==> src/hw/ibx_params.svh <==
// constants for the expansion bus control and x-bus decode block
`ifndef IBX_PARAMS_SVH
`define IBX_PARAMS_SVH

`define IBX_RTC_INDEX_PORT 16'h0070
`define IBX_RTC_DATA_PORT 16'h0071
`define IBX_KBD_PORT_A 16'h0060
`define IBX_KBD_PORT_B 16'h0064
`define IBX_MEG_LIMIT 24'h100000
`define IBX_ROM_BASE 24'h0E0000
`define IBX_HOST_HOLD_CLOCKS 2'h2
`define IBX_CMD_WAIT_CLOCKS 2'h3
`define IBX_IDLE_DACK 3'h7
`define IBX_NMI_CHK_BIT 3

`endif

==> src/hw/ibx_pkg.sv <==
// shared types for the expansion bus control and x-bus decode block
`default_nettype none
package ibx_pkg;

  // kind of cycle the bus controller is running
  typedef enum logic [2:0]
  {
    IBX_IDLE = 3'b000,
    IBX_MEM = 3'b001,
    IBX_IO = 3'b010,
    IBX_DMA = 3'b011,
    IBX_REFRESH = 3'b100,
    IBX_MASTER = 3'b101
  } ibx_cycle_t;

  // one request from the host side
  typedef struct packed
  {
    ibx_cycle_t kind;
    logic write;
    logic [23:0] addr;
    logic high_byte;
  } ibx_req_t;

  // command strobes driven on the expansion bus, all active low
  typedef struct packed
  {
    logic memr_n;
    logic memw_n;
    logic smemr_n;
    logic smemw_n;
    logic ior_n;
    logic iow_n;
    logic bhe_n;
    logic refresh_n;
  } ibx_cmd_t;

endpackage
`default_nettype wire

==> src/hw/ibx_bus_control.sv <==
// expansion bus command, direction, request mux and x-bus select logic
// Function
// - ale high in refresh, dma, master; low after reset
// - high byte enable driven, input under add-on master
// - command lines become inputs under add-on master
// - memory read asserted during every refresh
// - system strobes only below one megabyte, smemr also on every refresh
// - 16-bit memory select input, ignored io/refresh
// - never drive 16-bit io select
// - refresh line driven on refresh, master input
// - hold host bus two clocks for refresh
// - address enable whenever dma owns bus
// - zero wait state shortens current cycle
// - channel check plus enable raises nmi
// - shared pins carry selects or ide data
// - rom/rtc select on rom memory, rtc io
// - keyboard select on keyboard io decode
// - rtc write select on io write 71h
// - rtc data strobe on io read 71h
// - rtc address strobe on io write 70h
// - sample muxed requests by clock phase strobes
// - encoded dma acknowledge while valid, idle code otherwise
// - invert rtc interrupt before controller
// - terminal count on final dma transfer
// - channel ready out for master hitting internal registers, in otherwise
`timescale 1ns/10ps
`default_nettype none
`include "ibx_params.svh"

module ibx_bus_control
(
  input wire logic clk_sys,
  input wire logic sys_rst,
  input wire logic expansion_bus_clock,
  input wire logic expansion_bus_clock_double,
  input wire ibx_pkg::ibx_req_t req,
  input wire logic req_valid,
  output logic req_done,
  output logic host_bus_hold,
  input wire logic master_owns_n,
  input wire logic master_memr_n,
  input wire logic master_refresh_n,
  input wire logic mem_cs16_n,
  output logic mem_cs16_seen,
  output logic io_cs16_oe,
  input wire logic zero_wait_n,
  input wire logic chan_check_n,
  input wire logic [7:0] sys_ctrl_port,
  output logic nmi,
  output logic ale,
  output logic aen,
  output ibx_pkg::ibx_cmd_t cmd_out,
  output logic cmd_oe,
  input wire logic chrdy_in,
  output logic chrdy_out,
  output logic chrdy_oe,
  input wire logic master_hits_internal,
  input wire logic internal_ready,
  output logic xcvr_output_enable_n,
  output logic rom_rtc_select_n,
  output logic keyboard_select_n,
  output logic rtc_write_select_n,
  output logic rtc_data_strobe_n,
  output logic rtc_addr_strobe_n,
  input wire logic [3:0] ide_data_hi,
  output logic [3:0] shared_pins,
  input wire logic [3:0] muxed_irq_in,
  input wire logic [1:0] muxed_dma_req_in,
  output logic [15:0] irq_lines,
  output logic [7:0] dma_req_lines,
  input wire logic rtc_irq_low,
  output logic rtc_irq_to_ctrl,
  input wire logic [2:0] dma_ack_chan,
  input wire logic dma_ack_valid,
  output logic [2:0] encoded_dma_ack_out,
  input wire logic dma_last_transfer,
  output logic terminal_count
);

  // ------------------------------------------------------------
  // cycle sequencer
  // ------------------------------------------------------------
  typedef enum logic [1:0]
  {
    IBX_ST_IDLE = 2'b00,
    IBX_ST_HOLD = 2'b01,
    IBX_ST_CMD = 2'b10,
    IBX_ST_END = 2'b11
  } ibx_state_t;

  ibx_state_t state; // sequencer state
  ibx_state_t next_state; // next sequencer state
  ibx_pkg::ibx_req_t cur; // latched request
  logic [1:0] hold_cnt; // host bus hold counter
  logic [1:0] wait_cnt; // command wait counter

  wire master_active = ~master_owns_n;
  wire is_refresh = cur.kind == ibx_pkg::IBX_REFRESH;
  wire is_dma = cur.kind == ibx_pkg::IBX_DMA;
  wire is_io = cur.kind == ibx_pkg::IBX_IO;
  wire is_mem = cur.kind == ibx_pkg::IBX_MEM;
  wire in_cmd = state == IBX_ST_CMD;
  // a master may start refresh itself through the refresh line
  wire master_ref_req = master_active & ~master_refresh_n;
  // zero wait ends the command at once, else ready with wait count
  wire cmd_finish = in_cmd & (~zero_wait_n | (chrdy_in & wait_cnt == `IBX_CMD_WAIT_CLOCKS));
  wire start = state == IBX_ST_IDLE & req_valid & ~master_active;

  // next state decode
  always_comb
  begin
    next_state = state;
    unique case (state)
      IBX_ST_IDLE:
        if (start)
          next_state = req.kind == ibx_pkg::IBX_REFRESH ? IBX_ST_HOLD : IBX_ST_CMD;
      IBX_ST_HOLD:
        // refresh address goes out on the host bus for two clocks
        if (hold_cnt == `IBX_HOST_HOLD_CLOCKS - 2'h1)
          next_state = IBX_ST_CMD;
      IBX_ST_CMD:
        if (cmd_finish)
          next_state = IBX_ST_END;
      IBX_ST_END:
        next_state = IBX_ST_IDLE;
    endcase
  end

  // state, request latch and counters
  always_ff @(posedge clk_sys)
  begin
    if (sys_rst)
    begin
      state <= IBX_ST_IDLE;
      cur <= '0;
      hold_cnt <= 2'h0;
      wait_cnt <= 2'h0;
    end
    else
    begin
      state <= next_state;
      if (start)
        cur <= req;
      hold_cnt <= state == IBX_ST_HOLD ? hold_cnt + 2'h1 : 2'h0;
      wait_cnt <= in_cmd && wait_cnt != `IBX_CMD_WAIT_CLOCKS ? wait_cnt + 2'h1 : (in_cmd ? wait_cnt : 2'h0);
    end
  end

  assign req_done = state == IBX_ST_END;
  assign host_bus_hold = state == IBX_ST_HOLD;

  // ------------------------------------------------------------
  // command strobes and direction
  // ------------------------------------------------------------
  wire below_meg = cur.addr < `IBX_MEG_LIMIT;
  wire rd_cmd = in_cmd & ~cur.write;
  wire wr_cmd = in_cmd & cur.write;
  wire memr_on = (rd_cmd & (is_mem | is_dma)) | (in_cmd & is_refresh);
  wire memw_on = wr_cmd & (is_mem | is_dma);
  // dma reads memory and writes io, or the reverse
  wire ior_on = (rd_cmd & is_io) | (wr_cmd & is_dma);
  wire iow_on = (wr_cmd & is_io) | (rd_cmd & is_dma);

  // registered strobes, outputs
  always_ff @(posedge clk_sys)
  begin
    if (sys_rst)
    begin
      cmd_out <= '1;
      ale <= 1'b0;
      aen <= 1'b0;
    end
    else
    begin
      cmd_out.memr_n <= ~memr_on;
      cmd_out.memw_n <= ~memw_on;
      cmd_out.smemr_n <= ~(memr_on & (below_meg | is_refresh));
      cmd_out.smemw_n <= ~(memw_on & below_meg);
      cmd_out.ior_n <= ~ior_on;
      cmd_out.iow_n <= ~iow_on;
      cmd_out.bhe_n <= ~(in_cmd & cur.high_byte);
      cmd_out.refresh_n <= ~(in_cmd & is_refresh);
      ale <= master_active | (state != IBX_ST_IDLE & (is_refresh | is_dma));
      aen <= state != IBX_ST_IDLE & is_dma;
    end
  end

  // command, high byte and refresh lines turn round under a master
  assign cmd_oe = ~master_active;
  assign io_cs16_oe = 1'b0;
  // 16-bit memory select only counts on memory and dma cycles
  assign mem_cs16_seen = ~mem_cs16_n & in_cmd & ~is_io & ~is_refresh;
  // master cycles to internal registers run 8-bit, ready from us
  assign chrdy_oe = master_active & master_hits_internal;
  assign chrdy_out = internal_ready;

  // ------------------------------------------------------------
  // x-bus decode on shared pins
  // ------------------------------------------------------------
  // io decode terms; a master's own memory read is not decoded here
  wire io_rd = rd_cmd & is_io;
  wire io_wr = wr_cmd & is_io;
  wire [15:0] io_addr = cur.addr[15:0];
  wire rtc_hit = io_addr == `IBX_RTC_INDEX_PORT | io_addr == `IBX_RTC_DATA_PORT;
  wire rom_hit = is_mem & in_cmd & cur.addr >= `IBX_ROM_BASE & below_meg;
  wire kbd_hit = in_cmd & is_io & (io_addr == `IBX_KBD_PORT_A | io_addr == `IBX_KBD_PORT_B);
  wire next_romrtc = rom_hit | (in_cmd & is_io & rtc_hit);
  wire next_rtc_write_select_n = io_wr & io_addr == `IBX_RTC_DATA_PORT;
  wire next_rtc_data_strobe_n = io_rd & io_addr == `IBX_RTC_DATA_PORT;
  wire next_rtc_addr_strobe_n = io_wr & io_addr == `IBX_RTC_INDEX_PORT;
  wire unused_master = master_memr_n;

  // select flops, active low
  always_ff @(posedge clk_sys)
  begin
    if (sys_rst)
    begin
      rom_rtc_select_n <= 1'b1;
      keyboard_select_n <= 1'b1;
      rtc_write_select_n <= 1'b1;
      rtc_data_strobe_n <= 1'b1;
      rtc_addr_strobe_n <= 1'b1;
      xcvr_output_enable_n <= 1'b1;
    end
    else
    begin
      rom_rtc_select_n <= ~next_romrtc;
      keyboard_select_n <= ~kbd_hit;
      rtc_write_select_n <= ~next_rtc_write_select_n;
      rtc_data_strobe_n <= ~next_rtc_data_strobe_n;
      rtc_addr_strobe_n <= ~next_rtc_addr_strobe_n;
      // transceiver opens for any expansion bus activity
      xcvr_output_enable_n <= ~(start | state != IBX_ST_IDLE | master_active | master_ref_req);
    end
  end

  // shared pins: selects while transceiver on, ide high data else
  assign shared_pins = ~xcvr_output_enable_n
    ? {rom_rtc_select_n, keyboard_select_n, rtc_write_select_n, rtc_data_strobe_n}
    : ide_data_hi;

  // ------------------------------------------------------------
  // multiplexed requests and encoded acknowledge
  // ------------------------------------------------------------
  // phase 0..3 from the two clock levels picks the slice
  wire [1:0] phase = {expansion_bus_clock, expansion_bus_clock_double};

  // demux the time-shared inputs into the phase slice
  always_ff @(posedge clk_sys)
  begin
    if (sys_rst)
    begin
      irq_lines <= 16'h0000;
      dma_req_lines <= 8'h00;
    end
    else
    begin
      irq_lines[{phase, 2'b00} +: 4] <= muxed_irq_in;
      dma_req_lines[{phase, 1'b0} +: 2] <= muxed_dma_req_in;
    end
  end

  // rtc interrupt pin is active low, controller wants high
  assign rtc_irq_to_ctrl = ~irq_lines[8];

  // acknowledge code registered each clock while valid, idle code otherwise
  always_ff @(posedge clk_sys)
  begin
    if (sys_rst)
    begin
      encoded_dma_ack_out <= `IBX_IDLE_DACK;
      terminal_count <= 1'b0;
      nmi <= 1'b0;
    end
    else
    begin
      encoded_dma_ack_out <= dma_ack_valid ? dma_ack_chan : `IBX_IDLE_DACK;
      terminal_count <= dma_last_transfer & in_cmd & is_dma;
      nmi <= ~chan_check_n & sys_ctrl_port[`IBX_NMI_CHK_BIT];
    end
  end

endmodule
`default_nettype wire

==> config.mk <==
export PLATFORM = sky130hd
export DESIGN_NAME = ibx_bus_control
export DESIGN_NICKNAME = d
export VERILOG_FILES = /design/src/hw/ibx_pkg.sv /design/src/hw/ibx_bus_control.sv
export VERILOG_INCLUDE_DIRS = /design/src /design/src/hw
export SDC_FILE = /design/constraint.sdc
export NUM_CORES = 1
export LEC_CHECK = 0
export BUFFER_PORTS_ARGS = -buffer_cell sky130_fd_sc_hd__buf_4
export CORE_MARGIN = 1
export CORE_UTILIZATION = 48
export CTS_CLUSTER_DIAMETER = 60
export DETAILED_ROUTE_END_ITERATION = 12
export PLACE_DENSITY_LB_ADDON = 0.12
export SYNTH_ARGS = -nofsm -noshare
export SYNTH_HDL_FRONTEND = slang
export SYNTH_SLANG_ARGS = --single-unit
==> constraint.sdc <==
create_clock -name clk_sys -period 2.3 [get_ports clk_sys]
set_clock_uncertainty 0.15 [all_clocks]
set_input_delay 0.23 -clock clk_sys [delete_from_list [all_inputs] [get_ports clk_sys]]
set_output_delay 0.23 -clock clk_sys [all_outputs]
set_load 0.01 [all_outputs]
==> impl_metrics.toml, run 1 <==
[timing]
worstMarginPinSlew_ps = 626
final_hold_viol_count = 0
timing.final.crit_share = 0.846
fmaxAchievable_mhz = 514
relSlewSlack = 0.583
hold_ws_ps = 4.79
setup_violations = 0
min_period_ps = 1950
rsz0062_at_grt = "no"
drv_slew = 0
setup_tns_ps = 0

[floorplan]
num_rows = 28
start_util = 0.511
ios = 124
die_y_um = 82.3
die_w_um = 82.3
core_um2 = 6060
die_area_um2 = 6780

[cells_and_area]
layout_common_cells = "buf_4 (113), dfxtp_1 (79), nand2_1 (65)"
synthToLayoutAreaGrowth_pct = 45.1
diodes = 0
final_common_cell = "buf_4"
num-nets-final = 568
final_core_util = 0.742
drive_gt1_frac = 0.281
finalInstanceArea_um2 = 4500

[cts]
clkSinkCount = 79
numCtsBuffers = 9
htree_levels = 3
clk_pin_slew_ps = 80
clkLatencyLatePin_ps = 340
clock_path_buffers = 2
cts_setup_buffers = 0
cts-root-buf = "clkbuf_8"
cts_tree = "built"

[logic_synthesis]
avgSynthCellArea_um2 = 8.80
synth_cell_type_count = 46
yosys_warnings = 0
synthCells = 352
synth_area_um2 = 3100
synthArstFlopShare = 0
ys_seq_area_frac = 0.511
syn-num-nets = 430
ys.flop_type = "dfxtp_1"
synth-edff-count = 0
ys_ff_latch = 79

[flow_run]
maxCapViolCount = 0

[setup_path]
start_kind = "flip-flop"
path_cells = "inv_1 -> ha_1 -> nand2b_4 -> or3_4 -> nor4_4 -> nand3_1"
worstPathMaxFanout = 5
path_buf_inv = 1
slowest_stage = "or3_4"
end_kind = "flip-flop"
cp.required_ps = 2370
cpPeakStageDelay_ps = 370
arrival_ps = 2010
path_delay_family = "simple AND/OR/NAND/NOR gates"
path_class = "reg -> reg"

[min_path]
worstHoldPathType = "in -> reg"

[routing]
drt-initial-drc-count = 142
first_pass_iters = 4
via_per_inst = 5.01
wirelength_um = 7460
routedWlPerCell_um = 13.1
post-route-drc-count = 0
dr_total_vias = 2857
drtAntennaViolNets = 0

[power_and_ir_drop]
ir_drop_v = 0.000469
power.density_nw_per_um2 = 720
leakage_uw = 0.00193

[placed_design]
io_buffers = 109
place_area_um2 = 3950
dp_hpwl_um = 4910
gp_congestion = 0.813

[global_route]
grt_antenna_before_repair = 0
grt_usage = 0.228
grt_pass1_wl_um = 11600
overflow = 0
grt_pass1_vias = 2562
grt_max_degree = 63

[run_status]
outcome = "finished clean"
[cell families after synthesis]
logic type,count (synthesis),share of synthesized area
simple gates,163,0.271
flops,79,0.511
compound gates,65,0.113
buf+inv,27,0.0396
fa+ha+maj,11,0.0444
mux,5,0.0178
other cells,1,0.00121
xor+xnor,1,0.00283
[power breakdown]
group | switching (uW) | internal [uW] | total (uW)
clock network | 457 | 670 | 1130
logic | 306 | 290 | 596
registers | 60.9 | 1450 | 1520
total | 823 | 2410 | 3240
[worst register-to-register path, cell delays in order (launching register included)]
cell and delay (ps):
dfxtp_1 350, inv_1 110, ha_1 280, nand2b_4 90, or3_4 370, nor4_4 360, nand3_1 110
[through the flow]
| stage | std cells | total power [uW] | worst slack, ps |
|---|---|---|---|
| after floorplan | 352 | 1880 | 521 |
| after global placement | 522 | 2080 | 397 |
| after detailed placement | 522 | 2090 | 351 |
| after CTS | 570 | 3260 | 334 |
| after global routing | 570 | 3410 | 222 |
| final | 570 | 3240 | 355 |
[worst paths after layout]
check	slack, ps	depth (start not counted)	startpoint	end
max	350	6	state[0]	rtc_data_strobe_n
min	5	3	req[16]	cur[16]
max reg2reg	350	6	state[0]	rtc_data_strobe_n
min reg2reg	250	1	cur[0]	cmd_out[1]
[routing by layer]
layer | share of wire | vias up | track usage
li1 | - | 1440 | -
met1 | 0.41 | 1308 | 0.272
met2 | 0.49 | 90 | 0.377
met3 | 0.064 | 19 | 0.0549
met4 | 0.031 | 0 | 0.121
met5 | 0 | - | 0
[state kept, by name, summed over array words and instances (netlist names), 2 cells and up]
register             cells
cur                     28
wait_cnt                 2
encoded_dma_ack_out      3
irq_lines               16
cmd_out                  8
dma_req_lines            8
state                    2
hold_cnt                 2
[synthesized netlist by cell type (2+ instances only)]
cell       n  area (um2)
buf_2      2        10.0
clkbuf_1  10        37.5
o21bai_1   2        15.0
dfxtp_1   79        1580
nor3_1     4        20.0
a21oi_1   54         270
inv_1      9        33.8
mux2_2     4        45.0
and3_1     2        12.5
nor2b_1   20         125
ha_1      11         138
nand3_1   10        50.1
nor3b_1    2        15.0
buf_1      2        7.51
nand2b_1  11        68.8
nor2_1    31         116
nand2_1   65         244
a31oi_1    3        18.8
nor4_1     2        12.5
buf_4      3        22.5
[repair_timing]
action,4_1_cts,5_1_grt
hold endpoints to repair,32,0
hold buffers,32,0
resized for setup,0,0
[cell type report]
class	instances	area [um2]
sequential	79	1580
fill	452	1570
multi-input combinational	246	1390
timing repair buffer	145	1170
clock buffer	13	159
tap	75	93.8
clock inverter	3	65.1
inverter	9	33.8
(Power assumes the default switching activity.)
==> inputs of run 2 (changes only) <==
--- a/config.mk
+++ b/config.mk
@@ -6,6 +6,7 @@
 export SDC_FILE = /design/constraint.sdc
 export NUM_CORES = 1
 export LEC_CHECK = 0
+export ABC_AREA = 1
 export BUFFER_PORTS_ARGS = -buffer_cell sky130_fd_sc_hd__buf_4
 export CORE_MARGIN = 1
 export CORE_UTILIZATION = 48
==> constraint.sdc (replaced) <==
create_clock -name clk_sys -period 2 [get_ports clk_sys]
set_clock_uncertainty 0.15 [all_clocks]
set_input_delay 0.2 -clock clk_sys [delete_from_list [all_inputs] [get_ports clk_sys]]
set_output_delay 0.2 -clock clk_sys [all_outputs]
set_load 0.01 [all_outputs]
==> run 2 against run 1 <==
Sequential cell count unchanged. Largest cell class unchanged. Synthesized cell count increased by 16%. Clock power increased by 12%. Final cell count increased by 11%. Critical path depth decreased by 1. Routed wire length decreased by 0.24%.
==> impl_metrics.toml, run 2 <==
[placed_design]
gp_congestion = 0.820
dp_hpwl_um = 5180
io_buffers = 109

[routing]
drtAntennaViolNets = 0
via_per_inst = 4.78
dr_total_vias = 3018
drt-initial-drc-count = 113
post-route-drc-count = 0
wirelength_um = 7450
routedWlPerCell_um = 11.8
first_pass_iters = 4

[min_path]
worstHoldPathType = "in -> reg"
holdPathStages = 3

[flow_run]
maxCapViolCount = 0

[cts]
clock_path_buffers = 2
clkSinkCount = 79
clkLatencyLatePin_ps = 340
numCtsBuffers = 9
htree_levels = 3
clk_pin_slew_ps = 80
cts-root-buf = "clkbuf_8"
cts_setup_buffers = 0
cts_tree = "built"

[setup_path]
end_kind = "output port"
slowest_stage = "dfxtp_1"
cp.required_ps = 1650
arrival_ps = 1570
path_cells = "inv_2 -> ha_2 -> inv_1 -> nor4_1 -> buf_4"
cpPeakStageDelay_ps = 340
path_class = "reg -> out"
reg2reg_depth = 6
start_kind = "flip-flop"
worstPathMaxFanout = 4

[floorplan]
ios = 124
core_um2 = 6390
num_rows = 29
start_util = 0.502
die_y_um = 83.7
die_area_um2 = 7010
die_w_um = 83.7

[logic_synthesis]
synth_top_area_cell = "dfxtp_1"
yosys.area.top_type_share = 0.494
syn-num-nets = 488
ys.flop_type = "dfxtp_1"
synthArstFlopShare = 0
synth-edff-count = 0
synth_cell_type_count = 29
yosys_warnings = 0
synthCells = 410
synthMuxAreaShare = 0.0141
synth_xor_area_frac = 0
ys_ff_latch = 79
synth_compound_area_frac = 0.155
synth_top_cells_by_count = "dfxtp_1 (79), inv_1 (75), nand2_1 (64)"
yosys.area_share.simple = 0.169
yosysMostFrequentCell = "dfxtp_1"
synthAdderAreaFrac = 0.0430
ys_seq_area_frac = 0.494
synth_area_um2 = 3200
synth_top_family_by_area = "simple AND/OR/NAND/NOR gates"
synth_area_leaders = "dfxtp_1 (49%), inv_1 (8.8%), a21oi_1 (7.8%), nand2_1 (7.5%), ha_1 (4.3%)"
avgSynthCellArea_um2 = 7.82

[power_and_ir_drop]
p_clk_frac = 0.320
power.share.sequential = 0.459
swShare = 0.277
power.switching_uw = 1100
leakage_uw = 0.00210
power.density_nw_per_um2 = 854
ir_drop_v = 0.000635
internal_power_uw = 2850
combPwrFrac = 0.220

[cells_and_area]
top_register = "cur"
drive_gt1_frac = 0.256
diodes = 0
synthToLayoutAreaGrowth_pct = 44.4
largest_register_ffs = 28
final_core_util = 0.725
num-nets-final = 629
fillers = 511
final_common_cell = "buf_4"
largestRegisters = "cur x28, irq_lines x16"
layout_common_cells = "buf_4 (111), dfxtp_1 (79), inv_1 (74)"

[global_route]
grt_pass1_vias = 2889
grt_pass1_wl_um = 12600
overflow = 0
grt_max_degree = 27
grt_usage = 0.223
grt_antenna_before_repair = 0

[timing]
drv_slew = 0
setup_violations = 0
min_period_ps = 1920
fmaxAchievable_mhz = 522
final_hold_viol_count = 0
setup_tns_ps = 0
rsz0062_at_grt = "no"
timing.final.crit_share = 0.958

[run_status]
outcome = "finished clean"
[run 2: cell type report]
type | instances | area, um2 | area share
flip-flops and latches | 79 | 1580 | 0.342
multi-input cells | 237 | 1230 | 0.266
repair buffers | 148 | 1220 | 0.264
inverters | 76 | 285 | 0.0617
clock buffers | 11 | 141 | 0.0306
well taps | 77 | 96.3 | 0.0208
clock inverters | 4 | 70.1 | 0.0151
[run 2: power groups by stage]
stage	clock network [uW]	registers (uW)	logic, uW
after global routing	1360	1840	980
after global placement	0	1840	797
after floorplan	0	1840	523
final	1270	1810	871
after detailed placement	0	1850	812
after CTS	1290	1810	870
[run 2: kinds of logic after synthesis]
kind of cell,count (synthesis)
fa+ha+maj,11
buf+inv,94
other cells,1
mux,4
compound gates,97
simple gates,124
flops,79
[run 2: routing by layer]
layer | vias up | part of all wire | GRT usage
li1 | 1569 | - | -
met1 | 1346 | 0.43 | 0.261
met2 | 86 | 0.48 | 0.386
met3 | 17 | 0.060 | 0.0495
met4 | 0 | 0.025 | 0.103
met5 | - | 0 | 0
[run 2: metrics by stage]
step	setup slack [ps]	power [uW]	instance area, um2	cells	hold slack, ps
after detailed placement	291	2660	4060	582	215
after global placement	313	2640	4060	582	206
after global routing	8.93	4180	4630	632	10.5
after floorplan	482	2370	3200	410	122
after CTS	25.8	3970	4630	632	0.273
final	84.8	3950	4630	632	12.0
[run 2: critical path: cells and delay by family (launching register included)]
kind | cells | cell delay (ps)
simple gates | 1 | 290
flops | 1 | 340
buf+inv | 3 | 370
fa+ha+maj | 1 | 220
[run 2: worst paths after layout]
kind | startpoint | slack [ps] | to
worst max-delay path | state[0] | 80 | mem_cs16_seen
worst max register to register | state[1] | 230 | cur[9]
worst min-delay path | muxed_irq_in[1] | 10 | irq_lines[1]
worst min register to register | cur[0] | 250 | cmd_out[1]
[run 2: what timing repair did]
| action | in CTS | in global routing |
|---|---|---|
| pin swaps | 0 | 0 |
| resized for setup | 1 | 1 |
| hold endpoints to repair | 31 | 0 |
| hold buffers | 35 | 0 |
| setup endpoints to repair | 1 | 1 |
==> inputs of run 3 (changes only) <==
--- a/config.mk
+++ b/config.mk
@@ -7,7 +7,7 @@
 export NUM_CORES = 1
 export LEC_CHECK = 0
 export ABC_AREA = 1
-export BUFFER_PORTS_ARGS = -buffer_cell sky130_fd_sc_hd__buf_4
+export BUFFER_PORTS_ARGS = -buffer_cell sky130_fd_sc_hd__buf_2
 export CORE_MARGIN = 1
 export CORE_UTILIZATION = 48
 export CTS_CLUSTER_DIAMETER = 60
==> run 3 against run 2 <==
Register-to-register slack hardly changed. Combinational power is 5.5% lower. Final cell count is 0.95% higher. Largest power group unchanged. Clock-buffer cell count stayed put. Largest cell class unchanged.
==> impl_metrics.toml, run 3 (synthesis results as in run 2) <==
[timing]
fmaxAchievable_mhz = 541
worstMarginPinSlew_ps = 525
drv_slew = 0
final_hold_viol_count = 0
timing.final.crit_share = 0.925
relSlewSlack = 0.649
hold_ws_ps = 13.7
min_period_ps = 1850
setup_tns_ps = 0
setup_violations = 0
fin_ws_ps = 150
rsz0062_at_grt = "no"

[floorplan]
start_util = 0.502
die_w_um = 83.7
ios = 124
die_y_um = 83.7
core_um2 = 6390
num_rows = 29
die_area_um2 = 7010

[routing]
drtAntennaViolNets = 0
via_per_inst = 4.69
routedWlPerCell_um = 11.1
drt-initial-drc-count = 111
wirelength_um = 7070
dr_total_vias = 2991
post-route-drc-count = 0
first_pass_iters = 4

[setup_path]
reg2reg_depth = 6
worstPathMaxFanout = 4
start_kind = "flip-flop"
cp.required_ps = 1650
r2r_start = "state[1]"
arrival_ps = 1500
startpoint = "state[0]"
reg2reg_to = "cur[5]"
end_kind = "output port"
rrSetupSlack_ps = 220
path_class = "reg -> out"

[cells_and_area]
final_common_cell = "buf_2"
top_register = "cur"
largestRegisters = "cur x28, irq_lines x16"
diodes = 0
num-nets-final = 634
finalInstanceArea_um2 = 4440
synthToLayoutAreaGrowth_pct = 38.7
layout_common_cells = "buf_2 (109), dfxtp_1 (79), inv_1 (74)"
largest_register_ffs = 28
final_cells = 638
drive_gt1_frac = 0.257

[power_and_ir_drop]
ir_drop_v = 0.000649
leakage_uw = 0.00204
power.density_nw_per_um2 = 909

[placed_design]
gp_congestion = 0.806
dp.cells = 583
dp_slack_ps = 256
dp_hpwl_um = 4900
place_area_um2 = 3800
io_buffers = 109

[cts]
cts_setup_buffers = 0
htree_levels = 3
clock_path_buffers = 2
clkSinkCount = 79
numCtsBuffers = 9
clkLatencyLatePin_ps = 350
clk_pin_slew_ps = 80
cts-root-buf = "clkbuf_8"
cts_tree = "built"

[global_route]
overflow = 0
grt_antenna_before_repair = 0
grt_pass1_wl_um = 11700
grt_pass1_vias = 2753
grt_max_degree = 40
grt_usage = 0.210

[min_path]
hp-start = "req[2]"
holdPathStages = 3
worstHoldPathType = "in -> reg"
hold_end = "cur[2]"

[run_status]
outcome = "finished clean"

[flow_run]
maxCapViolCount = 0
## run 3: cell types whose count changed in the layout (fill, tap and decap cells not counted), sizes merged
cell,delta
buf,+1
bufinv,+1
clkinv,-1
clkinvlp,+1
dlygate4sd3,+4
## run 3: worst max-delay path, stage by stage (launching register included)
cell and delay, ps:
dfxtp_1 340, inv_2 110, ha_4 160, inv_1 100, nor4_2 280, buf_2 170
## run 3: per-layer routing
layer / vias to the layer above / wire length [um] / GRT usage
li1: 1581 / - / -
met2: 78 / 3460 / 0.360
met5: - / 0 / 0
met3: 8 / 383 / 0.0623
met4: 0 / 85 / 0.0878
met1: 1324 / 3150 / 0.242
## run 3: worst max-delay path by stage
stage / endpoint / slack (ps) / depth (start not counted)
detailed placement: cur[5] / 260 / 6
global placement: state[1] / 300 / 7
CTS: mem_cs16_seen / 9 / 5
floorplan: mem_cs16_seen / 480 / 4
finish: mem_cs16_seen / 150 / 5
global route: mem_cs16_seen / 30 / 5
## run 3: power breakdown
group | internal [uW] | switching, uW | total (uW) | leakage (uW)
clock network | 833 | 571 | 1400 | 0.000114
logic | 356 | 467 | 823 | 0.00128
registers | 1730 | 88.0 | 1810 | 0.000645
## run 3: metrics by stage
step	util	total power, uW
2_1_floorplan	-	2370
3_3_place_gp	0.595	2580
3_5_place_dp	0.595	2600
4_1_cts	0.694	4070
5_1_grt	0.696	4280
6_report	0.696	4040
## run 3: cell type report
class | count | area, um2
fillers | 542 | 1940
clock inverters | 5 | 106
repair buffers | 153 | 998
inverters | 76 | 285
multi-input cells | 237 | 1240
clock buffers | 11 | 131
flip-flops and latches | 79 | 1580
well taps | 77 | 96.3
## run 3: repair_timing
| item | 4_1_cts | 5_1_grt |
|---|---|---|
| gates resized for setup | 2 | 2 |
| hold buffers | 39 | 0 |
| setup endpoints to repair | 1 | 1 |
| hold endpoints to repair | 35 | 0 |
